### src/rtl/vbc_defines.svh
`ifndef VBC_DEFINES_SVH
`define VBC_DEFINES_SVH
`define VBC_OFS_LANE 8'h10
`define VBC_OFS_EQ 8'h11
`define VBC_OFS_BAND 8'h12
`define VBC_OFS_OUT 8'h18
`define VBC_MASK_LANE 8'hF9
`define VBC_MASK_EQ 8'hCC
`define VBC_MASK_BAND 8'hFF
`define VBC_MASK_OUT 8'hF0
`define VBC_RST_LANE 8'h38
`define VBC_RST_EQ 8'h00
`define VBC_RST_BAND 8'h00
`define VBC_RST_OUT 8'h70
`define VBC_LANE_SEL 4:3
`define VBC_STRICT 0
`define VBC_DATA_EQ 7:6
`define VBC_CLK_EQ 3:2
`define VBC_DE_INV 7
`define VBC_HS_INV 6
`define VBC_VS_INV 5
`define VBC_LINK_SEL 4
`define VBC_BAND_MIN 8'h08
`define VBC_BAND_MAX 8'h64
`endif

### src/rtl/vbc_pkg.sv
package vbc_pkg;
    typedef enum logic [3:0] {
        ST_IDLE, ST_ADDR, ST_ADDR_ACK, ST_SUB, ST_SUB_ACK,
        ST_WR, ST_WR_ACK, ST_RD, ST_RD_ACK
    } vbc_phase_t;

    typedef struct packed {
        logic [1:0] lane_count_sel;
        logic [2:0] active_lanes;
        logic strict_leader_check;
        logic [1:0] data_lane_equalizer;
        logic [1:0] clock_lane_equalizer;
        logic [7:0] input_clock_band_code;
        logic band_valid;
        logic active_video_invert;
        logic line_sync_invert;
        logic frame_sync_invert;
        logic cha_en;
        logic chb_en;
    } vbc_cfg_t;

    typedef struct packed {
        logic de;
        logic hs;
        logic vs;
    } vbc_vid_t;

    typedef struct packed {
        vbc_phase_t phase;
        logic [3:0] bit_cnt;
        logic [7:0] shreg;
        logic [7:0] sub;
        logic rd_mode;
        logic sda_drv;
        logic scl_m;
        logic scl_s;
        logic scl_p;
        logic sda_m;
        logic sda_s;
        logic sda_p;
        logic [7:0] input_lane_config;
        logic [7:0] input_equalizer_config;
        logic [7:0] input_clock_band;
        logic [7:0] output_sync_and_link_config;
        vbc_vid_t vid;
        logic leader_ok;
        logic leader_bad;
    } vbc_state_t;
endpackage

### src/rtl/vbc_config_regs.sv
`timescale 1ns/1ps
`include "vbc_defines.svh"

// Function
// Two-bit lane field picks four, three, two or one lanes; resets to one.
// Clear strict bit tolerates one leader bit error; set rejects any error.
// Data lane equaliser code: 00 none, 01 1 dB, 11 2 dB, 10 reserved.
// Clock lane equaliser code with the same meanings, default none.
// Clock band code in 5 MHz steps, 0x08 to 0x64 valid, rest reserved.
// Software keeps reserved lane register bits 7 and 6:5 at reset values.
// Data enable invert clear drives enable high in active video, else low.
// Line sync invert resets to 1, giving low sync; clear gives high sync.
// Frame sync invert resets to 1, giving low sync; clear gives high sync.
// Link select 0 enables both output channels A and B.
// Link select 1, the default, enables channel A only.
// All registers read and written through the local serial slave port.
// Reset restores all defaults; reads return the stored field values.
module vbc_config_regs #(
    parameter logic [6:0] SLAVE_ADDR = 7'h2C
) (
    input wire logic clk,
    input wire logic reset_n,
    input wire logic clk_en,
    input wire logic scl_i,
    input wire logic sda_i,
    output logic sda_o,
    output logic sda_oe,
    input wire vbc_pkg::vbc_vid_t vid_in,
    output vbc_pkg::vbc_vid_t vid_out,
    input wire logic leader_done,
    input wire logic [1:0] leader_err_bits,
    output logic leader_ok,
    output logic leader_bad,
    output vbc_pkg::vbc_cfg_t cfg
);
    logic rst_m_q;
    logic rst_n_q;
    vbc_pkg::vbc_state_t s_q;
    vbc_pkg::vbc_state_t s_d;
    logic scl_rise;
    logic scl_fall;
    logic start_c;
    logic stop_c;
    logic [7:0] rd_data;
    logic [7:0] rd_next;

    always_ff @(posedge clk or negedge reset_n) begin
        if (!reset_n) begin
            rst_m_q <= 1'b0;
            rst_n_q <= 1'b0;
        end else begin
            rst_m_q <= 1'b1;
            rst_n_q <= rst_m_q;
        end
    end

    assign scl_rise = s_q.scl_s && !s_q.scl_p;
    assign scl_fall = !s_q.scl_s && s_q.scl_p;
    assign start_c = s_q.scl_s && s_q.scl_p && s_q.sda_p && !s_q.sda_s;
    assign stop_c = s_q.scl_s && s_q.scl_p && !s_q.sda_p && s_q.sda_s;

    function automatic logic [7:0] reg_read(input vbc_pkg::vbc_state_t st,
                                            input logic [7:0] a);
        logic [7:0] v;
        v = 8'h00;
        unique case (a)
            `VBC_OFS_LANE: v = st.input_lane_config;
            `VBC_OFS_EQ: v = st.input_equalizer_config;
            `VBC_OFS_BAND: v = st.input_clock_band;
            `VBC_OFS_OUT: v = st.output_sync_and_link_config;
            default: v = 8'h00;
        endcase
        return v;
    endfunction

    assign rd_data = reg_read(s_q, s_q.sub);
    assign rd_next = reg_read(s_q, s_q.sub + 8'h01);

    always_comb begin
        s_d = s_q;
        if (clk_en) begin
            s_d.scl_m = scl_i;
            s_d.scl_s = s_q.scl_m;
            s_d.scl_p = s_q.scl_s;
            s_d.sda_m = sda_i;
            s_d.sda_s = s_q.sda_m;
            s_d.sda_p = s_q.sda_s;
            // Output polarity applied in the pixel path
            s_d.vid.de = vid_in.de ^ s_q.output_sync_and_link_config[`VBC_DE_INV];
            s_d.vid.hs = vid_in.hs ^ s_q.output_sync_and_link_config[`VBC_HS_INV];
            s_d.vid.vs = vid_in.vs ^ s_q.output_sync_and_link_config[`VBC_VS_INV];
            s_d.leader_ok = 1'b0;
            s_d.leader_bad = 1'b0;
            if (leader_done) begin
                if (leader_err_bits == 2'h0 || (leader_err_bits == 2'h1
                        && !s_q.input_lane_config[`VBC_STRICT])) begin
                    s_d.leader_ok = 1'b1;
                end else begin
                    s_d.leader_bad = 1'b1;
                end
            end
            if (start_c) begin
                s_d.phase = vbc_pkg::ST_ADDR;
                s_d.bit_cnt = 4'h0;
                s_d.sda_drv = 1'b0;
            end else if (stop_c) begin
                s_d.phase = vbc_pkg::ST_IDLE;
                s_d.sda_drv = 1'b0;
            end else if (scl_rise) begin
                unique case (s_q.phase)
                    vbc_pkg::ST_ADDR, vbc_pkg::ST_SUB, vbc_pkg::ST_WR: begin
                        s_d.shreg = {s_q.shreg[6:0], s_q.sda_s};
                        s_d.bit_cnt = s_q.bit_cnt + 4'h1;
                    end
                    vbc_pkg::ST_RD: s_d.bit_cnt = s_q.bit_cnt + 4'h1;
                    vbc_pkg::ST_RD_ACK: begin
                        if (s_q.sda_s) begin
                            s_d.phase = vbc_pkg::ST_IDLE;
                        end
                    end
                    default: ;
                endcase
            end else if (scl_fall) begin
                unique case (s_q.phase)
                    vbc_pkg::ST_ADDR: begin
                        if (s_q.bit_cnt == 4'h8) begin
                            if (s_q.shreg[7:1] == SLAVE_ADDR) begin
                                s_d.phase = vbc_pkg::ST_ADDR_ACK;
                                s_d.rd_mode = s_q.shreg[0];
                                s_d.sda_drv = 1'b1;
                            end else begin
                                s_d.phase = vbc_pkg::ST_IDLE;
                            end
                        end
                    end
                    vbc_pkg::ST_ADDR_ACK: begin
                        s_d.bit_cnt = 4'h0;
                        if (s_q.rd_mode) begin
                            s_d.phase = vbc_pkg::ST_RD;
                            s_d.shreg = rd_data;
                            s_d.sda_drv = !rd_data[7];
                        end else begin
                            s_d.phase = vbc_pkg::ST_SUB;
                            s_d.sda_drv = 1'b0;
                        end
                    end
                    vbc_pkg::ST_SUB: begin
                        if (s_q.bit_cnt == 4'h8) begin
                            s_d.sub = s_q.shreg;
                            s_d.phase = vbc_pkg::ST_SUB_ACK;
                            s_d.sda_drv = 1'b1;
                        end
                    end
                    vbc_pkg::ST_SUB_ACK, vbc_pkg::ST_WR_ACK: begin
                        s_d.phase = vbc_pkg::ST_WR;
                        s_d.bit_cnt = 4'h0;
                        s_d.sda_drv = 1'b0;
                    end
                    vbc_pkg::ST_WR: begin
                        if (s_q.bit_cnt == 4'h8) begin
                            // Undefined bits are not stored and read zero
                            unique case (s_q.sub)
                                `VBC_OFS_LANE: s_d.input_lane_config =
                                    s_q.shreg & `VBC_MASK_LANE;
                                `VBC_OFS_EQ: s_d.input_equalizer_config =
                                    s_q.shreg & `VBC_MASK_EQ;
                                `VBC_OFS_BAND: s_d.input_clock_band =
                                    s_q.shreg & `VBC_MASK_BAND;
                                `VBC_OFS_OUT: s_d.output_sync_and_link_config =
                                    s_q.shreg & `VBC_MASK_OUT;
                                default: ;
                            endcase
                            s_d.sub = s_q.sub + 8'h01;
                            s_d.phase = vbc_pkg::ST_WR_ACK;
                            s_d.sda_drv = 1'b1;
                        end
                    end
                    vbc_pkg::ST_RD: begin
                        if (s_q.bit_cnt == 4'h8) begin
                            s_d.phase = vbc_pkg::ST_RD_ACK;
                            s_d.sda_drv = 1'b0;
                        end else begin
                            s_d.shreg = {s_q.shreg[6:0], 1'b0};
                            s_d.sda_drv = !s_q.shreg[6];
                        end
                    end
                    vbc_pkg::ST_RD_ACK: begin
                        s_d.sub = s_q.sub + 8'h01;
                        s_d.shreg = rd_next;
                        s_d.sda_drv = !rd_next[7];
                        s_d.bit_cnt = 4'h0;
                        s_d.phase = vbc_pkg::ST_RD;
                    end
                    default: ;
                endcase
            end
        end
    end

    always_ff @(posedge clk or negedge rst_n_q) begin
        if (!rst_n_q) begin
            s_q <= '0;
            s_q.phase <= vbc_pkg::ST_IDLE;
            s_q.scl_m <= 1'b1;
            s_q.scl_s <= 1'b1;
            s_q.scl_p <= 1'b1;
            s_q.sda_m <= 1'b1;
            s_q.sda_s <= 1'b1;
            s_q.sda_p <= 1'b1;
            s_q.input_lane_config <= `VBC_RST_LANE;
            s_q.input_equalizer_config <= `VBC_RST_EQ;
            s_q.input_clock_band <= `VBC_RST_BAND;
            s_q.output_sync_and_link_config <= `VBC_RST_OUT;
        end else begin
            s_q <= s_d;
        end
    end

    assign sda_o = 1'b0;
    assign sda_oe = s_q.sda_drv;
    assign vid_out = s_q.vid;
    assign leader_ok = s_q.leader_ok;
    assign leader_bad = s_q.leader_bad;

    always_comb begin
        cfg.lane_count_sel = s_q.input_lane_config[`VBC_LANE_SEL];
        cfg.active_lanes = 3'h4 - {1'b0, cfg.lane_count_sel};
        cfg.strict_leader_check = s_q.input_lane_config[`VBC_STRICT];
        cfg.data_lane_equalizer = s_q.input_equalizer_config[`VBC_DATA_EQ];
        cfg.clock_lane_equalizer = s_q.input_equalizer_config[`VBC_CLK_EQ];
        cfg.input_clock_band_code = s_q.input_clock_band;
        cfg.band_valid = s_q.input_clock_band >= `VBC_BAND_MIN
            && s_q.input_clock_band <= `VBC_BAND_MAX;
        cfg.active_video_invert = s_q.output_sync_and_link_config[`VBC_DE_INV];
        cfg.line_sync_invert = s_q.output_sync_and_link_config[`VBC_HS_INV];
        cfg.frame_sync_invert = s_q.output_sync_and_link_config[`VBC_VS_INV];
        cfg.cha_en = 1'b1;
        cfg.chb_en = !s_q.output_sync_and_link_config[`VBC_LINK_SEL];
    end
endmodule

### config.mk
export PLATFORM = sky130hd
export DESIGN_NAME = vbc_config_regs
export DESIGN_NICKNAME = d
export VERILOG_FILES = /design/src/rtl/vbc_pkg.sv /design/src/rtl/vbc_config_regs.sv
export VERILOG_INCLUDE_DIRS = /design/src /design/src/rtl
export SDC_FILE = /design/constraint.sdc
export NUM_CORES = 1
export LEC_CHECK = 0
export BUFFER_PORTS_ARGS = -buffer_cell sky130_fd_sc_hd__buf_2
export CORE_MARGIN = 10
export CORE_UTILIZATION = 50
export CTS_CLUSTER_DIAMETER = 150
export DETAILED_ROUTE_END_ITERATION = 8
export PLACE_DENSITY = 0.72
export SYNTH_ARGS = -nofsm -noshare
export SYNTH_HDL_FRONTEND = slang
export SYNTH_SLANG_ARGS = --single-unit
### constraint.sdc
create_clock -name clk -period 2.1 [get_ports clk]
set_clock_uncertainty 0.15 [all_clocks]
set_input_delay 0.42 -clock clk [delete_from_list [all_inputs] [get_ports clk]]
set_output_delay 0.42 -clock clk [all_outputs]
set_load 0.01 [all_outputs]
## Word-level counts from Yosys, hierarchy flattened

Index checks and enable logic that the tools add are counted.

| word-level totals | value |
|---|---|
| output and inout bits | 31 |
| logic and storage cells | 160 |
| input bits | 11 |
| register bits after elaboration | 61 |

| operators by class | value |
|---|---|
| muxes and demuxes | 44 |
| reduce and logical (&&, ||, !) cells | 44 |
| equal/unequal tests | 38 |
| $lt $le $gt $ge | 2 |
| add/subtract/negate cells | 3 |
| bitwise gates (word level) | 6 |

Operators with widths:

| cell | number |
|---|---|
| $eq 8x5->1 const B | 8 |
| $pmux 8 s4 | 2 |
| $reduce_and 8->1 | 7 |
| $mux 8 | 6 |
| $pmux 8 s3 | 2 |
| $mux 4 | 9 |
| $ne 5x5->1 const B | 6 |
| $pmux 4 s7 | 1 |
| $mux 26 | 1 |
| $mux 21 | 1 |
| $mux 2 | 10 |
| $eq 4x3->1 const B | 4 |
| $mux 16 | 1 |
| $ne 7x7->1 const B | 2 |
| $reduce_bool 3->1 | 4 |
| $mux 10 | 1 |
| $logic_and 1x1->1 | 9 |
| $logic_not 1->1 | 9 |
| $reduce_and 9->1 | 1 |
| $reduce_bool 9->1 | 1 |
| $add 8x1->8 const B | 1 |
| $eq 4x2->1 const B | 2 |
| $eq 4x4->1 const B | 2 |
| $ge 8x4->1 const B | 1 |
| other kinds (28) | 46 |

## Longest topological paths before layout

Gate-level depths: netlist of run 1.

| depth | value |
|---|---|
| depth after elaboration | 14 |
| gate-level depth with buffers | 9 |
| mapped depth without buffers | 8 |

## Worst setup path after synthesis of run 1

No wires, ideal clock.

| timing | value |
|---|---|
| path kind | reg-to-reg |
| from | register s_q[40] (netlist bit) |
| to | register s_q (netlist bit cfg[11]) |
| required time | 1.822 ns |
| clock period less this slack | 2.384 ns |
| path slack | -0.284 ns |
| stages on the path, launching flop included | 9 |
| library setup time | 0.128 ns |
| buffers on the path | 1 |
| data arrival time | 2.106 ns |
| path through | dfstp_2 > inv_1 > ha_1 > nor2b_1 > nand3_1 > nor4_1 > and3_1 > buf_4 > mux2_1 |

| on the way | value |
|---|---|
| longest elaborated chain between the ends | 5 |
| elaborated cells between the ends (all ways) | 12 |
| classes of those cells | bitwise (3); reduce/logical (9) |

RTL lines:

| what | RTL line | RTL |
|---|---|---|
| start, declared | vbc_config_regs.sv:38 | `vbc_pkg::vbc_state_t s_q;` |
| $logic_and 1x1->1 | vbc_config_regs.sv:59, vbc_config_regs.sv:60 |  |
| $logic_and 1x1->1, on equally long branches (2 in a row) | vbc_config_regs.sv:60, vbc_config_regs.sv:59 |  |
| $not 1->1 (no source line) | - |  |
| $reduce_and 8->1 (no source line) * | - |  |

Every way passes the cells marked *; elsewhere a longest branch is shown, timed or not.
A chain may end at the register's enable or synchronous reset.

## Worst setup path after layout of run 1

| timing | value |
|---|---|
| from | register s_q[40] (netlist bit) |
| to | register s_q (netlist bit cfg[9]) |

Same word-level chain as after synthesis.

==> flow_metrics.py, run 1 <==
metrics = {
    "status": {
        "status": "finished with violations",
        "violations": "negative setup slack",
    },
    "worst_setup_path": {
        "crit_path_end_kind": "flop",
        "path_cells": "ha_1 -> nor2b_4 -> nand3_2 -> nor4_4 -> and3_1 -> buf_4 -> mux2_1",
        "critPathLaunch": "s_q[40]",
        "critPathMaxStageDelay_ps": 570,
        "path_delay_family": "simple AND/OR/NAND/NOR gates",
        "cp.arrival_ps": 2450,
        "r2r-start": "s_q[40]",
        "critical_path_buf_inv_count": 1,
        "worstRegToRegCells": 7,
        "crit_fanout": 4,
        "worst-setup-path-type": "flop to flop",
        "reg2reg_slack_ps": -270,
        "reg2reg_to": "cfg[9]",
        "start_kind": "flop",
        "cp_data_required_time_ps": 2180,
        "worst_path_max_delay_cell": "dfstp_2",
    },
    "floorplanning": {
        "initial_core_util_pct": 51.9,
        "rows": 32,
        "num_io_pins": 42,
        "core_area_um2": 7770,
        "die_h_um": 110,
        "die_area_um2": 12100,
        "die_w_um": 110,
    },
    "sta": {
        "worst_slack_ps": -272,
        "rsz0062_at_grt": "yes",
        "max_freq_mhz": 422,
        "slew_viol_final": 0,
        "final.min_clock_period_ps": 2370,
        "timing.final.crit_share_pct": 113,
        "hold_viol": 0,
        "setup_viol": 42,
    },
    "logic_synthesis": {
        "synth-main-ff-cell": "dfrtp_1",
        "yosys.area.top_type": "dfrtp_1",
        "synth_top_area_share_pct": 30.4,
        "async_flop_share_pct": 100,
        "synth_warnings": 0,
        "ys_seq_elements": 61,
        "synth_cells": 433,
        "yosys-top-cells-area": "dfrtp_1 30%, dfstp_2 7.8%, mux2_1 6.7%",
        "synth_edf_count": 0,
        "ys_types": 71,
        "yosysSeqAreaShare_pct": 38.2,
        "syn_area_per_cell_um2": 9.31,
        "synth_area_um2": 4030,
    },
    "cells_and_area": {
        "fillerInstances": 539,
        "multi_input_area_um2": 2510,
        "final_common_cell": "buf_4",
        "antenna_cells": 0,
        "finish.utilization_pct": 70.7,
        "finalNonFillerCells": 638,
        "syn_to_final_growth_pct": 36.1,
        "regArea_um2": 1550,
        "nets": 553,
        "drive_above_1_share_pct": 46.8,
        "layout_common_cells": "80 x buf_4, 45 x dfrtp_1, 39 x buf_2",
        "final_area_um2": 5490,
    },
    "detailed_routing": {
        "viasPerCell": 6.14,
        "vias": 3915,
        "wl_per_cell_um": 20.2,
        "dr.first_iter.drc_count": 329,
        "wirelength_mm": 12.9,
        "drc": 0,
        "drtAntennaViolNets": 0,
        "dr.pass1.iters": 6,
    },
    "global_route": {
        "grt_overflow_total": 0,
        "first_global_vias": 3820,
        "grt_pass1_wl_mm": 18.9,
        "grt_usage_pct": 19.8,
        "antenna_found_initial": 0,
        "grt_max_degree": 41,
    },
    "placed_design": {
        "dpl_cell_area_um2": 4720,
        "dp_cells": 603,
        "hpwl_mm": 8.31,
        "portBuffers": 39,
        "gp_congestion": 0.955,
        "pre_cts_ws_ps": -194,
    },
    "clock_tree": {
        "cts_root_buf": "clkbuf_8",
        "cts_tree": "built",
        "htreeDepth": 3,
        "cts_buffers": 9,
        "clk_latency_ps": 360,
        "cts.clk_slew.worst_paths_ps": 80,
        "clk_path_buf_depth": 2,
        "cts_sinks": 61,
    },
    "power": {
        "p_per_area_nw_per_um2": 610,
        "p_leak_nw": 2.45,
        "ir_worst_vdd_mv": 0.610,
    },
    "job": {
        "maxCapViolations": 0,
    },
    "min_path": {
        "hp-class": "flop to async pin",
    },
}
==> flip-flops by register name (all words and copies together) (netlist names) <==
register	cells
s_q	35
cfg	18
vid_out	3
leader_bad	1
leader_ok	1
rst_m_q	1
rst_n_q	1
sda_oe	1
==> report_power, final <==
part / total (mW) / switching, mW / internal, mW
clock: 1.22 / 0.546 / 0.674
sequential: 1.34 / 0.0769 / 1.26
combinational: 0.787 / 0.405 / 0.382
==> what timing repair did <==
| item | in CTS | in global routing |
|---|---|---|
| pin swaps | 19 | 31 |
| setup endpoints to repair | 41 | 49 |
| hold buffers | 1 | 0 |
| cloned | 1 | 0 |
| resized for setup | 37 | 55 |
| buffers inserted | 9 | 11 |
| endpoints found under the hold margin | 2 | 0 |
==> logic make-up after synthesis <==
kind of cell	count (synthesis)	synth area share (%)
AOI/OAI and AO/OA	118	19.5
and+or+nand+nor	132	17.8
adders and majority gates	11	3.41
other	2	0.186
buffers and inverters	64	8.94
xor gates and xnor gates	8	1.74
DFF	61	38.2
muxes	37	10.2
==> worst reg2reg max path, stage by stage, from the launching register on <==
cell,delay [ps]
dfstp_2,570
ha_1,200
nor2b_4,170
nand3_2,100
nor4_4,350
and3_1,240
buf_4,140
mux2_1,320
==> cells in the mapped netlist (5+ instances only) <==
cell       n
buf_4     26
nor2_1    31
nand4_1    6
inv_1     14
a22o_1     5
nand3_1   14
a21oi_1   36
dfstp_2   12
mux2_2     9
clkbuf_1   8
nand2_1   37
xnor2_1    7
ha_1      11
nor4_1     5
mux2_1    24
nand2b_1   5
a22oi_1    6
buf_2     12
a222oi_1   6
dfrtp_1   49
o21ai_0   25
==> final cells by class <==
type                    count  area share, %
inverters                  14          0.958
clock buffers               9           2.26
repair buffers            136           18.7
well taps                 102           2.33
multi-input cells         309           45.7
flip-flops and latches     61           28.2
clock inverters             7           1.80
==> layer usage <==
metal,track usage [%],up-vias,wire length (um)
li1,-,1756,-
met1,23.6,1913,5000
met2,33.8,194,6430
met3,3.86,52,918
met4,8.74,0,515
met5,0,-,0
==> worst max path at each step <==
| stage | end | slack [ps] | cells past startpoint |
|---|---|---|---|
| 2_1_floorplan | cfg[11] | -20 | 6 |
| 3_3_place_gp | s_q[63] | -110 | 9 |
| 3_5_place_dp | s_q[63] | -190 | 9 |
| 4_1_cts | cfg[9] | -200 | 7 |
| 5_1_grt | s_q[64] | -360 | 10 |
| 6_report | cfg[9] | -270 | 7 |
==> metrics by stage <==
stage | hold WS, ps | setup TNS (ps) | power, mW
finish | 77.4 | -7030 | 3.35
global route | 130 | -9570 | 3.46
CTS | 93.5 | -4520 | 3.23
detailed placement | 59.9 | -4190 | 1.93
global placement | 56.3 | -1890 | 1.90
floorplan | -25.6 | -179 | 1.67
No activity file was read; power rests on OpenSTA's default activity.
==> run 2, diff against run 1 <==
--- a/config.mk
+++ b/config.mk
@@ -12,6 +12,7 @@
 export CTS_CLUSTER_DIAMETER = 150
 export DETAILED_ROUTE_END_ITERATION = 8
 export PLACE_DENSITY = 0.72
+export SETUP_SLACK_MARGIN = 0.02
 export SYNTH_ARGS = -nofsm -noshare
 export SYNTH_HDL_FRONTEND = slang
 export SYNTH_SLANG_ARGS = --single-unit
==> flow_metrics.py, run 2 (synthesis gave the netlist of run 1 again) <==
metrics = {
    "cells_and_area": {
        "nets": 556,
        "drive_above_1_share_pct": 46.4,
        "layout_common_cells": "90 x buf_4, 46 x dfrtp_1, 39 x buf_2",
        "syn_to_final_growth_pct": 32.4,
        "finalNonFillerCells": 641,
        "final_common_cell": "buf_4",
        "largest_reg_flops": 35,
        "regMostFlops": "s_q",
        "finish.utilization_pct": 68.7,
        "antenna_cells": 0,
    },
    "global_route": {
        "first_global_vias": 3780,
        "grt_max_degree": 41,
        "grt_pass1_wl_mm": 18.8,
        "antenna_found_initial": 0,
        "grt_usage_pct": 19.5,
        "grt_overflow_total": 0,
    },
    "sta": {
        "max_freq_mhz": 443,
        "slew_viol_final": 0,
        "setup-tns-final_ps": -3800,
        "rsz0062_at_grt": "yes",
        "hold_viol": 0,
        "final.min_clock_period_ps": 2260,
        "worst_slack_ps": -156,
        "setup_viol": 33,
        "timing.final.crit_share_pct": 107,
    },
    "floorplanning": {
        "initial_core_util_pct": 51.9,
        "rows": 32,
        "core_area_um2": 7770,
        "die_h_um": 110,
        "die_area_um2": 12100,
        "num_io_pins": 42,
        "die_w_um": 110,
    },
    "min_path": {
        "hp-class": "flop to async pin",
    },
    "power": {
        "p_per_area_nw_per_um2": 560,
        "total_power_mw": 2.99,
        "ir_worst_vdd_mv": 0.436,
        "p_leak_nw": 2.39,
    },
    "placed_design": {
        "dp_cells": 611,
        "hpwl_mm": 8.50,
        "portBuffers": 39,
        "gp_congestion": 0.915,
        "pre_cts_ws_ps": -141,
    },
    "clock_tree": {
        "cts_buffers": 9,
        "cts_tree": "built",
        "htreeDepth": 3,
        "cts_root_buf": "clkbuf_8",
        "clk_latency_ps": 350,
        "cts.clk_slew.worst_paths_ps": 80,
        "cts_sinks": 61,
        "clk_path_buf_depth": 2,
    },
    "status": {
        "violations": "negative setup slack",
        "status": "finished with violations",
    },
    "worst_setup_path": {
        "crit_path_end_kind": "flop",
        "worst-setup-path-type": "flop to flop",
        "start_kind": "flop",
        "crit_fanout": 4,
        "cp.arrival_ps": 2340,
        "cp_data_required_time_ps": 2180,
    },
    "detailed_routing": {
        "viasPerCell": 5.94,
        "wirelength_mm": 11.9,
        "dr.first_iter.drc_count": 275,
        "drc": 0,
        "wl_per_cell_um": 18.6,
        "drtAntennaViolNets": 0,
        "vias": 3810,
        "dr.pass1.iters": 6,
    },
    "job": {
        "maxCapViolations": 0,
    },
}
==> run 2: cell types whose count changed in the layout (fill, tap and decap cells not counted), sizes merged <==
cell | previous run | this run
clkinvlp | 1 | 0
clkinv | 3 | 4
bufinv | 2 | 0
clkbuf | 9 | 10
buf | 135 | 138
inv | 15 | 16
==> run 2: worst paths after layout <==
| path | startpoint | to | slack, ps | depth (start not counted) |
|---|---|---|---|---|
| max in group asynchronous | rst_n_q | cfg[3] | 1090 | 1 |
| setup reg to reg | s_q[62] | cfg[10] | -160 | 8 |
| setup / recovery | s_q[62] | cfg[10] | -160 | 8 |
| hold reg to reg | rst_n_q | leader_bad | 80 | 0 |
| min in group clk | clk_en | s_q[40] | 150 | 2 |
| hold / removal | rst_n_q | leader_bad | 80 | 0 |
==> run 2: layer usage <==
layer,global-route usage (%),wire length [um],up-vias
met3,3.39,747,38
met1,23.4,4730,1848
met4,9.11,422,0
met2,33.2,6040,169
li1,-,-,1755
met5,0,0,-
==> run 2: per-stage QoR <==
stage,hold slack [ps],instance area [um2]
after global placement,55.5,4790
after floorplan,-25.6,4130
after global routing,124,5340
after CTS,94.9,5100
after detailed placement,56.6,4790
final,77.2,5340
==> run 2: repair_timing <==
item	4_1_cts	5_1_grt
setup buffers	3	9
setup endpoints to repair	43	49
pin swaps	11	16
gates cloned	0	1
hold buffers	1	0
resized for setup	26	45
hold endpoints to repair	2	0
==> run 2: final cells by class <==
class	instances	area [um2]
clock buffer	10	138
clock inverter	6	45.0
fill	566	2430
inverter	14	55.1
multi-input combinational	309	2430
sequential	61	1550
tap	102	128
timing repair buffer	139	1000
==> run 2: report_power, final <==
group / internal, mW / total, mW / switching [mW] / leakage, nW
sequential: 1.26 / 1.33 / 0.0728 / 0.775
clock: 0.469 / 0.997 / 0.528 / 0.0970
combinational: 0.317 / 0.659 / 0.342 / 1.52
total: 2.05 / 2.99 / 0.943 / 2.39
==> run 2: critical path, cell delays in order (launching register included) <==
cell and delay (ps):
dfrtp_1 380, inv_1 80, ha_2 170, and3b_2 220, nand2_1 120, nor4_4 310, and3_1 240, buf_4 140
mux2_1 330
